$ cat src/rtl/cra_pkg.sv
// Constants and types for the processor register set and address generator
package cra_pkg;

  // ---------------------------------------------------------------------
  // Clock and machine cycle
  // ---------------------------------------------------------------------
  localparam int unsigned CLK_PERIOD_NS    = 25;
  localparam int unsigned CYCLE_PERIOD_NS  = 25;
  localparam int unsigned CLKS_PER_CYCLE   = (CYCLE_PERIOD_NS + CLK_PERIOD_NS - 1) / CLK_PERIOD_NS;

  // ---------------------------------------------------------------------
  // Register indices on the plain register port
  // ---------------------------------------------------------------------
  localparam logic [2:0] REG_PROGRAM_COUNTER = 3'h0;
  localparam logic [2:0] REG_STACK_POINTER   = 3'h1;
  localparam logic [2:0] REG_INDEX_REGISTER  = 3'h2;
  localparam logic [2:0] REG_ACCUMULATOR_A   = 3'h3;
  localparam logic [2:0] REG_ACCUMULATOR_B   = 3'h4;
  localparam logic [2:0] REG_CONDITION_CODE  = 3'h5;
  localparam logic [2:0] REG_CYCLE_COUNT     = 3'h6;

  // ---------------------------------------------------------------------
  // Condition code field positions and reset values
  // ---------------------------------------------------------------------
  localparam int unsigned CC_CARRY     = 0;
  localparam int unsigned CC_OVERFLOW  = 1;
  localparam int unsigned CC_ZERO      = 2;
  localparam int unsigned CC_NEGATIVE  = 3;
  localparam int unsigned CC_IRQ_MASK  = 4;
  localparam int unsigned CC_HALF      = 5;
  localparam logic [1:0]  CC_TOP_ONES  = 2'h3;
  localparam logic [5:0]  CC_RESET     = 6'h10;
  localparam logic [15:0] WORD_RESET   = 16'h0000;
  localparam logic [7:0]  BYTE_RESET   = 8'h00;
  localparam logic [7:0]  DIRECT_PAGE  = 8'h00;

  // ---------------------------------------------------------------------
  // Opcode groups and instruction lengths
  // ---------------------------------------------------------------------
  localparam int unsigned  INSTR_TYPES   = 72;
  localparam logic [7:0]   OP_LOAD_SP_IMM = 8'h8E;
  localparam logic [7:0]   OP_LOAD_X_IMM  = 8'hCE;
  localparam logic [1:0]   LEN_ONE   = 2'h1;
  localparam logic [1:0]   LEN_TWO   = 2'h2;
  localparam logic [1:0]   LEN_THREE = 2'h3;
  localparam logic [15:0]  REL_BIAS  = 16'h0002;
  localparam logic [15:0]  IMM_BIAS  = 16'h0001;

  // Addressing modes, one-hot
  typedef enum logic [6:0] {
    MODE_ACCUMULATOR = 7'h01,
    MODE_IMMEDIATE   = 7'h02,
    MODE_DIRECT      = 7'h04,
    MODE_EXTENDED    = 7'h08,
    MODE_INDEXED     = 7'h10,
    MODE_IMPLIED     = 7'h20,
    MODE_RELATIVE    = 7'h40
  } cra_mode_e;

  // ALU operations
  typedef enum logic [2:0] {
    ALU_ADD = 3'h0,
    ALU_ADC = 3'h1,
    ALU_SUB = 3'h2,
    ALU_SBC = 3'h3,
    ALU_AND = 3'h4,
    ALU_OR  = 3'h5,
    ALU_EOR = 3'h6,
    ALU_LD  = 3'h7
  } cra_alu_e;

endpackage : cra_pkg

$ cat src/rtl/cra_alu8.sv
// Eight-bit arithmetic logic unit with result flags
`timescale 1ns/1ps
module cra_alu8
  import cra_pkg::*;
(
  // Operation and operands
  input  wire cra_alu_e   op,
  input  wire logic [7:0] a,
  input  wire logic [7:0] m,
  input  wire logic       cin,
  // Result and flags
  output logic [7:0]      res,
  output logic            neg,
  output logic            zero,
  output logic            ovf,
  output logic            carry,
  output logic            half
);

  logic [8:0] sum9;
  logic [4:0] low5;
  logic       cy;

  // Carry in only for the with-carry forms
  assign cy = cin & ((op == ALU_ADC) | (op == ALU_SBC));

  // Result, carry out of bit 7, half carry out of bit 3
  always_comb begin
    sum9 = 9'h000;
    low5 = 5'h00;
    res  = a;
    ovf  = 1'b0;
    unique case (op)
      ALU_ADD, ALU_ADC: begin
        sum9 = {1'b0, a} + {1'b0, m} + {8'h00, cy};
        low5 = {1'b0, a[3:0]} + {1'b0, m[3:0]} + {4'h0, cy};
        res  = sum9[7:0];
        ovf  = (a[7] == m[7]) & (res[7] != a[7]);
      end
      ALU_SUB, ALU_SBC: begin
        sum9 = {1'b0, a} - {1'b0, m} - {8'h00, cy};
        res  = sum9[7:0];
        ovf  = (a[7] != m[7]) & (res[7] != a[7]);
      end
      ALU_AND: res = a & m;
      ALU_OR:  res = a | m;
      ALU_EOR: res = a ^ m;
      ALU_LD:  res = m;
    endcase
  end

  assign carry = sum9[8];
  assign half  = low5[4];
  assign neg   = res[7];
  assign zero  = (res == 8'h00);

endmodule : cra_alu8

$ cat src/rtl/cra_core.sv
// Programmer register set, addressing-mode decoder and address generator
`timescale 1ns/1ps
// Overview of operation
// - Sixteen-bit program counter holds the address of the current instruction.
// - Sixteen-bit stack pointer addresses the next free stack location.
// - Sixteen-bit index register holds data or an indexed base address.
// - Two eight-bit accumulators feed the ALU and take its results.
// - Each ALU operation records negative, zero and overflow; carry only for arithmetic ops, half carry only for add ops.
// - Condition code bit 4 is the interrupt mask.
// - Condition code bits 6 and 7 always read as one.
// - Decoder classifies all 72 instruction types by opcode group.
// - Accumulator mode picks A or B; instruction is one byte.
// - Immediate operand is byte two; stack and index loads use bytes two-three.
// - Direct mode address is byte two, page zero; two bytes long.
// - Extended address is byte two high, byte three low; three bytes.
// - Indexed address is index low plus byte two, carry into high.
// - Indexed sum sits in a temporary register; index unchanged; two bytes.
// - Implied mode names its register by opcode; one byte long.
// - Relative target is counter plus two plus signed byte two.
// - Execution time counts machine cycles of one clock each.
// - Maskable interrupt is taken only while the mask flag is clear.
module cra_core
  import cra_pkg::*;
#(
  parameter int unsigned CYC_W = 32
)(
  // Clock and reset
  input  wire logic             clock,
  input  wire logic             srst,
  // Register port
  input  wire logic [2:0]       reg_addr,
  input  wire logic [15:0]      reg_wdata,
  input  wire logic             reg_wr,
  input  wire logic             reg_rd,
  output logic [15:0]           reg_rdata,
  // Instruction decode request
  input  wire logic             dec_valid,
  input  wire logic [7:0]       dec_opcode,
  input  wire logic [7:0]       dec_byte2,
  input  wire logic [7:0]       dec_byte3,
  input  wire logic             pc_advance,
  // Decode answer
  output logic                  dec_done,
  output cra_mode_e             dec_mode,
  output logic [1:0]            dec_len,
  output logic [15:0]           dec_ea,
  output logic                  dec_acc_b,
  // ALU request
  input  wire logic             alu_valid,
  input  wire cra_alu_e         alu_op,
  input  wire logic             alu_sel_b,
  input  wire logic [7:0]       alu_operand,
  // Stack access
  input  wire logic             stk_push,
  input  wire logic             stk_pull,
  output logic [15:0]           stk_addr,
  // Interrupt request
  input  wire logic             irq_req,
  input  wire logic             instr_end,
  output logic                  irq_take,
  output logic [7:0]            ccr_out
);

  // ---------------------------------------------------------------------
  // Registers
  // ---------------------------------------------------------------------
  logic [15:0]      program_counter_reg;
  logic [15:0]      stack_pointer_reg;
  logic [15:0]      index_register_reg;
  logic [7:0]       accumulator_a_reg;
  logic [7:0]       accumulator_b_reg;
  logic [5:0]       ccr_reg;
  logic [CYC_W-1:0] cycle_reg;
  cra_mode_e        mode_next;
  logic [1:0]       len_next;
  logic [15:0]      ea_next;
  logic [7:0]       alu_src;
  logic [7:0]       alu_res;
  logic             f_n;
  logic             f_z;
  logic             f_v;
  logic             f_c;
  logic             f_h;
  logic             alu_arith;
  logic [7:0]       ccr_full;
  logic             bus_wr_pc;
  logic             bus_wr_sp;
  logic             bus_wr_x;
  logic             bus_wr_a;
  logic             bus_wr_b;
  logic             bus_wr_cc;

  assign ccr_full  = {CC_TOP_ONES, ccr_reg};
  assign bus_wr_pc = reg_wr & (reg_addr == REG_PROGRAM_COUNTER);
  assign bus_wr_sp = reg_wr & (reg_addr == REG_STACK_POINTER);
  assign bus_wr_x  = reg_wr & (reg_addr == REG_INDEX_REGISTER);
  assign bus_wr_a  = reg_wr & (reg_addr == REG_ACCUMULATOR_A);
  assign bus_wr_b  = reg_wr & (reg_addr == REG_ACCUMULATOR_B);
  assign bus_wr_cc = reg_wr & (reg_addr == REG_CONDITION_CODE);

  // ---------------------------------------------------------------------
  // Addressing-mode decoder
  // ---------------------------------------------------------------------
  // Opcode groups by high nibble cover every instruction type
  always_comb begin
    mode_next = MODE_IMPLIED;
    len_next  = LEN_ONE;
    ea_next   = WORD_RESET;
    unique case (dec_opcode[7:4])
      4'h2: begin
        mode_next = MODE_RELATIVE;
        len_next  = LEN_TWO;
        ea_next   = program_counter_reg + REL_BIAS + {{8{dec_byte2[7]}}, dec_byte2};
      end
      4'h4, 4'h5: begin
        mode_next = MODE_ACCUMULATOR;
        len_next  = LEN_ONE;
      end
      4'h6, 4'hA, 4'hE: begin
        mode_next = MODE_INDEXED;
        len_next  = LEN_TWO;
        ea_next   = index_register_reg + {8'h00, dec_byte2};
      end
      4'h7, 4'hB, 4'hF: begin
        mode_next = MODE_EXTENDED;
        len_next  = LEN_THREE;
        ea_next   = {dec_byte2, dec_byte3};
      end
      4'h8, 4'hC: begin
        mode_next = MODE_IMMEDIATE;
        ea_next   = program_counter_reg + IMM_BIAS;
        if ((dec_opcode == OP_LOAD_SP_IMM) || (dec_opcode == OP_LOAD_X_IMM)) begin
          len_next = LEN_THREE;
        end else begin
          len_next = LEN_TWO;
        end
      end
      4'h9, 4'hD: begin
        mode_next = MODE_DIRECT;
        len_next  = LEN_TWO;
        ea_next   = {DIRECT_PAGE, dec_byte2};
      end
      default: begin
        mode_next = MODE_IMPLIED;
        len_next  = LEN_ONE;
      end
    endcase
  end

  // Decode answer; the sum lands in its own temporary address register
  always_ff @(posedge clock) begin
    if (srst) begin
      dec_done  <= 1'b0;
      dec_mode  <= MODE_IMPLIED;
      dec_len   <= LEN_ONE;
      dec_ea    <= WORD_RESET;
      dec_acc_b <= 1'b0;
    end else begin
      dec_done <= dec_valid;
      if (dec_valid) begin
        dec_mode  <= mode_next;
        dec_len   <= len_next;
        dec_ea    <= ea_next;
        // Accumulator-only opcodes pick B by bit 4, memory opcodes by bit 6
        if (mode_next == MODE_ACCUMULATOR) begin
          dec_acc_b <= dec_opcode[4];
        end else begin
          dec_acc_b <= dec_opcode[6];
        end
      end
    end
  end

  // ---------------------------------------------------------------------
  // Program counter, index register
  // ---------------------------------------------------------------------
  // Counter holds the current instruction until told to step past it
  always_ff @(posedge clock) begin
    if (srst) begin
      program_counter_reg <= WORD_RESET;
    end else if (bus_wr_pc) begin
      program_counter_reg <= reg_wdata;
    end else if (pc_advance) begin
      program_counter_reg <= program_counter_reg + {14'h0000, dec_len};
    end
  end

  // Index register changes only by software write
  always_ff @(posedge clock) begin
    if (srst) begin
      index_register_reg <= WORD_RESET;
    end else if (bus_wr_x) begin
      index_register_reg <= reg_wdata;
    end
  end

  // ---------------------------------------------------------------------
  // Stack pointer
  // ---------------------------------------------------------------------
  // Push uses the free slot then moves down; pull moves up then uses it
  always_ff @(posedge clock) begin
    if (srst) begin
      stack_pointer_reg <= WORD_RESET;
      stk_addr          <= WORD_RESET;
    end else begin
      if (stk_push && !stk_pull) begin
        stk_addr <= stack_pointer_reg;
      end else if (stk_pull && !stk_push) begin
        stk_addr <= stack_pointer_reg + 16'h0001;
      end
      if (bus_wr_sp) begin
        stack_pointer_reg <= reg_wdata;
      end else if (stk_push && !stk_pull) begin
        stack_pointer_reg <= stack_pointer_reg - 16'h0001;
      end else if (stk_pull && !stk_push) begin
        stack_pointer_reg <= stack_pointer_reg + 16'h0001;
      end
    end
  end

  // ---------------------------------------------------------------------
  // Accumulators and ALU
  // ---------------------------------------------------------------------
  assign alu_src   = alu_sel_b ? accumulator_b_reg : accumulator_a_reg;
  assign alu_arith = (alu_op == ALU_ADD) | (alu_op == ALU_ADC)
                   | (alu_op == ALU_SUB) | (alu_op == ALU_SBC);

  cra_alu8 u_alu (
    .op    (alu_op),
    .a     (alu_src),
    .m     (alu_operand),
    .cin   (ccr_reg[CC_CARRY]),
    .res   (alu_res),
    .neg   (f_n),
    .zero  (f_z),
    .ovf   (f_v),
    .carry (f_c),
    .half  (f_h)
  );

  // Result goes back to the selected accumulator
  always_ff @(posedge clock) begin
    if (srst) begin
      accumulator_a_reg <= BYTE_RESET;
      accumulator_b_reg <= BYTE_RESET;
    end else begin
      if (bus_wr_a) begin
        accumulator_a_reg <= reg_wdata[7:0];
      end else if (alu_valid && !alu_sel_b) begin
        accumulator_a_reg <= alu_res;
      end
      if (bus_wr_b) begin
        accumulator_b_reg <= reg_wdata[7:0];
      end else if (alu_valid && alu_sel_b) begin
        accumulator_b_reg <= alu_res;
      end
    end
  end

  // ---------------------------------------------------------------------
  // Condition codes and interrupt acceptance
  // ---------------------------------------------------------------------
  // Logic ops clear V and leave C and H; interrupt entry sets the mask
  always_ff @(posedge clock) begin
    if (srst) begin
      ccr_reg  <= CC_RESET;
      irq_take <= 1'b0;
    end else begin
      irq_take <= instr_end & irq_req & ~ccr_reg[CC_IRQ_MASK];
      if (bus_wr_cc) begin
        ccr_reg <= reg_wdata[5:0];
      end else begin
        if (alu_valid) begin
          ccr_reg[CC_NEGATIVE] <= f_n;
          ccr_reg[CC_ZERO]     <= f_z;
          ccr_reg[CC_OVERFLOW] <= alu_arith & f_v;
          if (alu_arith) begin
            ccr_reg[CC_CARRY] <= f_c;
          end
          if ((alu_op == ALU_ADD) || (alu_op == ALU_ADC)) begin
            ccr_reg[CC_HALF] <= f_h;
          end
        end
      end
      // Mask set beats a same-cycle write, so a taken request never leaves it open
      if (instr_end && irq_req && !ccr_reg[CC_IRQ_MASK]) begin
        ccr_reg[CC_IRQ_MASK] <= 1'b1;
      end
    end
  end

  // Flags as seen by branch logic outside
  always_ff @(posedge clock) begin
    if (srst) begin
      ccr_out <= {CC_TOP_ONES, CC_RESET};
    end else begin
      ccr_out <= ccr_full;
    end
  end

  // ---------------------------------------------------------------------
  // Machine cycle counter and register read
  // ---------------------------------------------------------------------
  // One machine cycle per clock; wraps silently, software takes deltas
  always_ff @(posedge clock) begin
    if (srst) begin
      cycle_reg <= '0;
    end else begin
      cycle_reg <= cycle_reg + CYC_W'(CLKS_PER_CYCLE);
    end
  end

  // Read data valid only in the cycle after the strobe
  always_ff @(posedge clock) begin
    if (srst) begin
      reg_rdata <= WORD_RESET;
    end else if (reg_rd) begin
      unique case (reg_addr)
        REG_PROGRAM_COUNTER: reg_rdata <= program_counter_reg;
        REG_STACK_POINTER:   reg_rdata <= stack_pointer_reg;
        REG_INDEX_REGISTER:  reg_rdata <= index_register_reg;
        REG_ACCUMULATOR_A:   reg_rdata <= {8'h00, accumulator_a_reg};
        REG_ACCUMULATOR_B:   reg_rdata <= {8'h00, accumulator_b_reg};
        REG_CONDITION_CODE:  reg_rdata <= {8'h00, ccr_full};
        REG_CYCLE_COUNT:     reg_rdata <= cycle_reg[15:0];
        default:             reg_rdata <= WORD_RESET;
      endcase
    end else begin
      reg_rdata <= WORD_RESET;
    end
  end
endmodule : cra_core

$ cat config.mk
export PLATFORM = sky130hd
export DESIGN_NAME = cra_core
export DESIGN_NICKNAME = d
export VERILOG_FILES = /design/src/rtl/cra_pkg.sv /design/src/rtl/cra_alu8.sv /design/src/rtl/cra_core.sv
export SDC_FILE = /design/constraint.sdc
export NUM_CORES = 1
export LEC_CHECK = 0
export BUFFER_PORTS_ARGS = -buffer_cell sky130_fd_sc_hd__buf_2
export CAP_MARGIN = 20
export CORE_ASPECT_RATIO = 1.4
export CORE_MARGIN = 3
export CORE_UTILIZATION = 59
export DETAILED_ROUTE_END_ITERATION = 16
export HOLD_SLACK_MARGIN = 0.03
export MAX_ROUTING_LAYER = met4
export PLACE_DENSITY = 0.82
export SLEW_MARGIN = 20
export SYNTH_ARGS = -nofsm -noshare
export SYNTH_HDL_FRONTEND = slang
export SYNTH_SLANG_ARGS = --single-unit
$ cat constraint.sdc
create_clock -name clock -period 3.9 [get_ports clock]
set_clock_uncertainty 0.05 [all_clocks]
set_input_delay 0.39 -clock clock [delete_from_list [all_inputs] [get_ports clock]]
set_output_delay 0.39 -clock clock [all_outputs]
set_load 0.005 [all_outputs]
Word level (Yosys, flattened, before mapping). Index checks and enable logic that the tools add are counted.

Register bits: 170. Latch bits: 0. Memory bits (writable): 0. Bits in read-only memories: 0. Input port bits: 66. Output and inout bits: 68. Logic and storage cells: 150. Memories: 0.

Add/sub/neg operators: 14. $mul: 0. Div/mod/pow operators: 0. $lt $le $gt $ge: 0. Equal/unequal tests: 33. Shifts and indexed selects: 0. Mux-type cells: 27. Bitwise gates (word level): 21. Reduce and logical (&&, ||, !) cells: 35.

Operator list (count): $pmux 16 s7 (1); $mux 16 (6); $pmux 16 s5 (1); $pmux 8 s6 (1); $pmux 7 s6 (1); $mux 8 (5); $add 16x1->16 const B (2); $add 32x1->32 const B (1); $eq 4x4->1 const B (8); $eq 3x3->1 const B (7); $pmux 9 s2 (1); $add 16x16->16 (1); $add 16x2->16 (1); $add 16x2->16 const B (1); $add 16x8->16 (1); $eq 4x3->1 const B (4); $eq 8x8->1 const B (2); $sub 16x1->16 const B (1); $reduce_bool 2->1 (7); $reduce_or 2->1 (7); $and 1x1->1 (12); $eq 3x2->1 const B (4); $add 8x8->9 (1); $add 9x1->9 (1); 28 further kinds (53).

Depth between registers and ports, before layout.
Depth after elaboration: 10. Gate-level depth with buffers: 15. Gate-level depth less buffers: 13.

Hierarchy. A second synthesis with hierarchy kept.

Cell total of the unflattened synthesis: 1365. Area total of the unflattened synthesis: 10872.9 um^2.

By module, submodules not included: cra_core (instances 1, cells an instance 1181, area each 9441.6 um^2); cra_alu8 (instances 1, cells an instance 184, area each 1431.4 um^2).

Worst setup path after synthesis. OpenSTA, ideal clock, no wires.

Path kind: input to register. From: input alu_sel_b. To: register ccr_reg[2]. Library setup time: 0.073 ns. Arrival: 3.075 ns. Required time: 3.777 ns. Path slack: 0.703 ns. Stages on the path: 11. Path buffers: 1. Cells stage by stage: clkbuf_1 mux2i_1 fa_1 fa_1 nand2b_1 a2111oi_1 nor2_1 mux2i_1 a21o_1 or3b_1 o22ai_2.

Cells in the longest elaborated chain, start to end: 7. Elaborated cells on any way between the ends: 12. Those cells by class: add/sub (4); mux (4); bitwise (3); reduce/logical (1).

RTL lines: start: declaration (RTL line cra_core.sv:51) `input wire logic alu_sel_b,`; $mux 8 * (RTL line cra_core.sv:224) `assign alu_src = alu_sel_b ? accumulator_b_reg : accumulator_a_reg;`; $sub 8x8->9 / $add 8x8->9 (equally long branches) (RTL line cra_alu8.sv:41, cra_alu8.sv:35); $sub 9x1->9 / $add 9x1->9 (equally long branches) (RTL line cra_alu8.sv:41, cra_alu8.sv:35); $pmux 8 s6 * (RTL line cra_alu8.sv:33) `unique case (op)`; $logic_not 8->1 * (RTL line cra_alu8.sv:55) `assign zero = (res == 8'h00);`; $mux 4 * (RTL line cra_core.sv:273) `if (alu_valid) begin`; $mux 4 * (RTL line cra_core.sv:270) `if (bus_wr_cc) begin`; end signal: assignment (RTL line cra_core.sv:271) `ccr_reg <= reg_wdata[5:0];`; end signal: indexed assignment (RTL line cra_core.sv:274) `ccr_reg[CC_NEGATIVE] <= f_n;`; end signal: indexed assignment (RTL line cra_core.sv:275) `ccr_reg[CC_ZERO] <= f_z;`; end: declaration (RTL line cra_core.sv:72) `logic [5:0] ccr_reg;`.

Every way passes the cells marked *; elsewhere a longest branch is shown, timed or not. The select of a mux whose other input is x is not followed. A chain may end at the register's enable or synchronous reset.

Final worst setup path.
From: register program_counter_reg[1]. To: register dec_ea[11].

Cells in the longest elaborated chain, start to end: 3. Elaborated cells on any way between the ends: 4. Those cells by class: add/sub (3); mux (1).

RTL lines: start: declaration (RTL line cra_core.sv:67) `logic [15:0] program_counter_reg;`; start signal: assignment (RTL line cra_core.sv:182) `program_counter_reg <= reg_wdata;`; start signal: assignment (RTL line cra_core.sv:184) `program_counter_reg <= program_counter_reg + {14'h0000, dec_len};`; $add 16x2->16 (RTL line cra_core.sv:113) `ea_next = program_counter_reg + REL_BIAS + {{8{dec_byte2[7]}}, dec_byte2};`; $add 16x16->16 (RTL line cra_core.sv:113); $pmux 16 s5 * (RTL line cra_core.sv:109) `unique case (dec_opcode[7:4])`; end signal: assignment (RTL line cra_core.sv:163) `dec_ea <= ea_next;`; end: declaration (RTL line cra_core.sv:46) `output logic [15:0] dec_ea,`.

Every way passes the cells marked *; elsewhere a longest branch is shown, timed or not.

==> summary.md <==
| Metric | Value |
|---|---|
| Outcome | completed |
| Post-route DRC | 0 |
| I/O Pins | 134 |
| Worst slew pin tran | 893 ps |
| Min-Delay Startpoint | dec_byte3[0] |
| Worst Path Max Fanout | 8 |
| Post-Synth Adder-Cell Area | 10.1% |
| Max-slew violations | 0 |
| Count of state elements after synthesis | 152 |
| Peak supply drop | 238 uV |
| FFs w/ async S/R, synth | 0% |
| Reg2Reg Depth | 11 |
| Post-cts sizing count | 0 |
| Mean Syn Cell Area | 8.01 um2 |
| Worst r2r dst | dec_ea[11] |
| Initial core utilization | 60.7% |
| Synth Area in Compound Gates | 21.7% |
| Synth cell types | 78 |
| Pwr per Cell Area | 365 nW/um2 |
| Synthesis warning total | 0 |
| Simple logic cell fraction of the synthesized area | 20.7% |
| First-pass GRT wire length | 48,600 um |
| Final setup violation count | 0 |
| R2R Path Start | program_counter_reg[1] |
| Largest area contributor in the netlist | dfxtp_1 |
| Post-Synth XOR/XNOR Area | 7.90% |
| RSZ-0062 raised after global routing | no |
| Avg WL per Cell | 18.4 um |
| Number of port buffers | 131 |
| Data required, critical path | 4170 ps |
| Arr. time, crit path | 3550 ps |
| Dpl hpwl | 22,900 um |
| Most frequent cell after synthesis | nor2_1 |
| Die area | 19,700 um2 |
| CTS tree | done |
| Drt first pass iters | 6 |
| Vias | 10.1k |
| FMAX | 305 MHz |
| Slew HR | 40.2% |
| CTS Buf Count | 17 |
| Number of synthesized flops with an enable pin | 0 |
| Clock root cell | clkbuf_16 |
| Skew-Pair Late Insertion Delay | 430 ps |
| Min cycle time layout | 3280 ps |
| Core Footprint | 17,500 um2 |
| CP Capture Type | flop |
| Total negative slack | 0 ps |
| Largest net degree at the start of global routing | 57 |
| Antenna violations before repair | 1 |
| Routability cong. | 0.965 |
| Largest family of logic cells by synthesized area | compound AO/OA/AOI/OAI gates |
| DIE HEIGHT | 165 um |
| Worst Hold Class | in -> reg |
| GRT Total Usage | 31.3% |
| Final std cells w/o fill | 1,648 |
| Final hold vios | 0 |
| Max Buffers Root-to-Sink | 2 |
| Crit share post-route | 84.2% |
| Lkg Pwr | 5.06 nW |
| Fin nets | 1,548 |
| Reg-to-reg slack, setup | 620 ps |
| Rows | 57 |
| Via-to-Cell Ratio | 6.14 |
| Fin Hold WS | 174 ps |
| GR Overflow Total | 0 |
| Share of cells above drive strength 1 | 15.0% |
| Critical path type | reg -> reg |
| Die Wd | 120 um |
| Total Wirelength | 30,300 um |
| Hold_buf cts | 0 |
| Mapped Cells | 1,328 |
| Layout area overhead | 11.8% |
| Register area share after synthesis | 28.6% |
| CTS H-Tree Depth | 4 |
| Placed cell count | 1,617 |
| Post-synthesis mux area share | 5.68% |
| Final core occ | 67.8% |
| Vias in the first global route | 9,558 |
| Clock transition at path regs | 70 ps |
| Synth top area cells | dfxtp_1 (29%), ha_1 (8.8%), nor2_1 (5.7%) |
| Hold EP | dec_ea[0] |
| Hold path cells | 3 |
| DRT antenna net count | 0 |
| Most frequent cells after synthesis | nor2_1 (163), dfxtp_1 (152), nand2_1 (119) |
| Post-CTS Setup Bufs | 0 |
| Maxcap violations | 0 |
| Area share of the largest cell type after synthesis | 28.6% |
| Iter 0 DRT Violations | 962 |
| Synthesized area | 10,600 um2 |
| Clk sinks | 152 |
| CP startpoint kind | flop |
| Top_reg_cell synth | dfxtp_1 |
| Total power | 4.34 mW |
cells in the final DEF, fill, tap and decap left out, drive strengths merged, types with 21 or more instances in the layout:
cell    Yosys  final
nor2      164    164
dfxtp     152    152
buf        29    142
nand2     119    119
a21oi      93     93
ha         75     75
o21ai      57     57
inv        49     53
xnor2      51     51
xor2       45     45
nand3      37     37
a211oi     33     33
mux2i      33     33
a22oi      23     23
nor2b      21     21
nand2b     21     21
how the worst max path moves through the flow:
stage | from | to | slack (ps) | depth (start not counted)
after floorplan | alu_sel_b | ccr_reg[2] | 700 | 11
after detailed placement | alu_sel_b | accumulator_b_reg[4] | 380 | 12
after global routing | program_counter_reg[1] | dec_ea[15] | 300 | 12
after global placement | alu_sel_b | accumulator_b_reg[4] | 580 | 12
after CTS | program_counter_reg[1] | dec_ea[11] | 620 | 11
final | program_counter_reg[1] | dec_ea[11] | 620 | 11
power by group:
part | leakage, nW | total [mW] | internal [mW] | switching [mW]
clock | 0.283 | 1.70 | 1.01 | 0.697
combinational | 3.54 | 0.914 | 0.384 | 0.530
sequential | 1.24 | 1.72 | 1.62 | 0.0968
total | 5.06 | 4.34 | 3.01 | 1.32
critical path, stage by stage (launching register included):
cell	delay (ps)
dfxtp_1	500
inv_1	140
ha_1	290
inv_1	40
ha_1	210
fa_1	440
a211oi_1	340
o21ai_1	210
a221oi_2	340
xor2_1	170
o21ai_0	90
a221o_1	340
per-layer routing:
metal	GRT usage (%)	up-vias	share of wire (%)
met5	-	-	0
met2	53.6	427	49
met4	15.9	0	5.1
li1	-	4888	-
met1	35.3	4682	40
met3	5.10	114	5.9
stage by stage:
| step | area [um2] | setup WS [ps] |
|---|---|---|
| after floorplan | 10600 | 703 |
| after global placement | 11300 | 582 |
| after detailed placement | 11300 | 378 |
| after CTS | 11900 | 623 |
| after global routing | 11900 | 295 |
| final | 11900 | 616 |
cell type report:
cell class,count,area [um2]
clock buffers,17,425
flip-flops and latches,152,3040
multi-input cells,1038,7040
fillers,1507,5640
diodes,1,2.50
repair buffers,142,741
clock inverters,13,170
inverters,49,184
well taps,236,295
logic make-up (layout without fill, tap and decap cells):
| kind of cell | after synthesis | after routing |
|---|---|---|
| simple gates | 465 | 465 |
| compound gates | 342 | 342 |
| flops | 152 | 152 |
| buf+inv | 139 | 221 |
| xor+xnor | 96 | 96 |
| fa+ha+maj | 82 | 82 |
| mux | 51 | 51 |
| other cells | 1 | 3 |
Power figures use the tool's default switching activity.
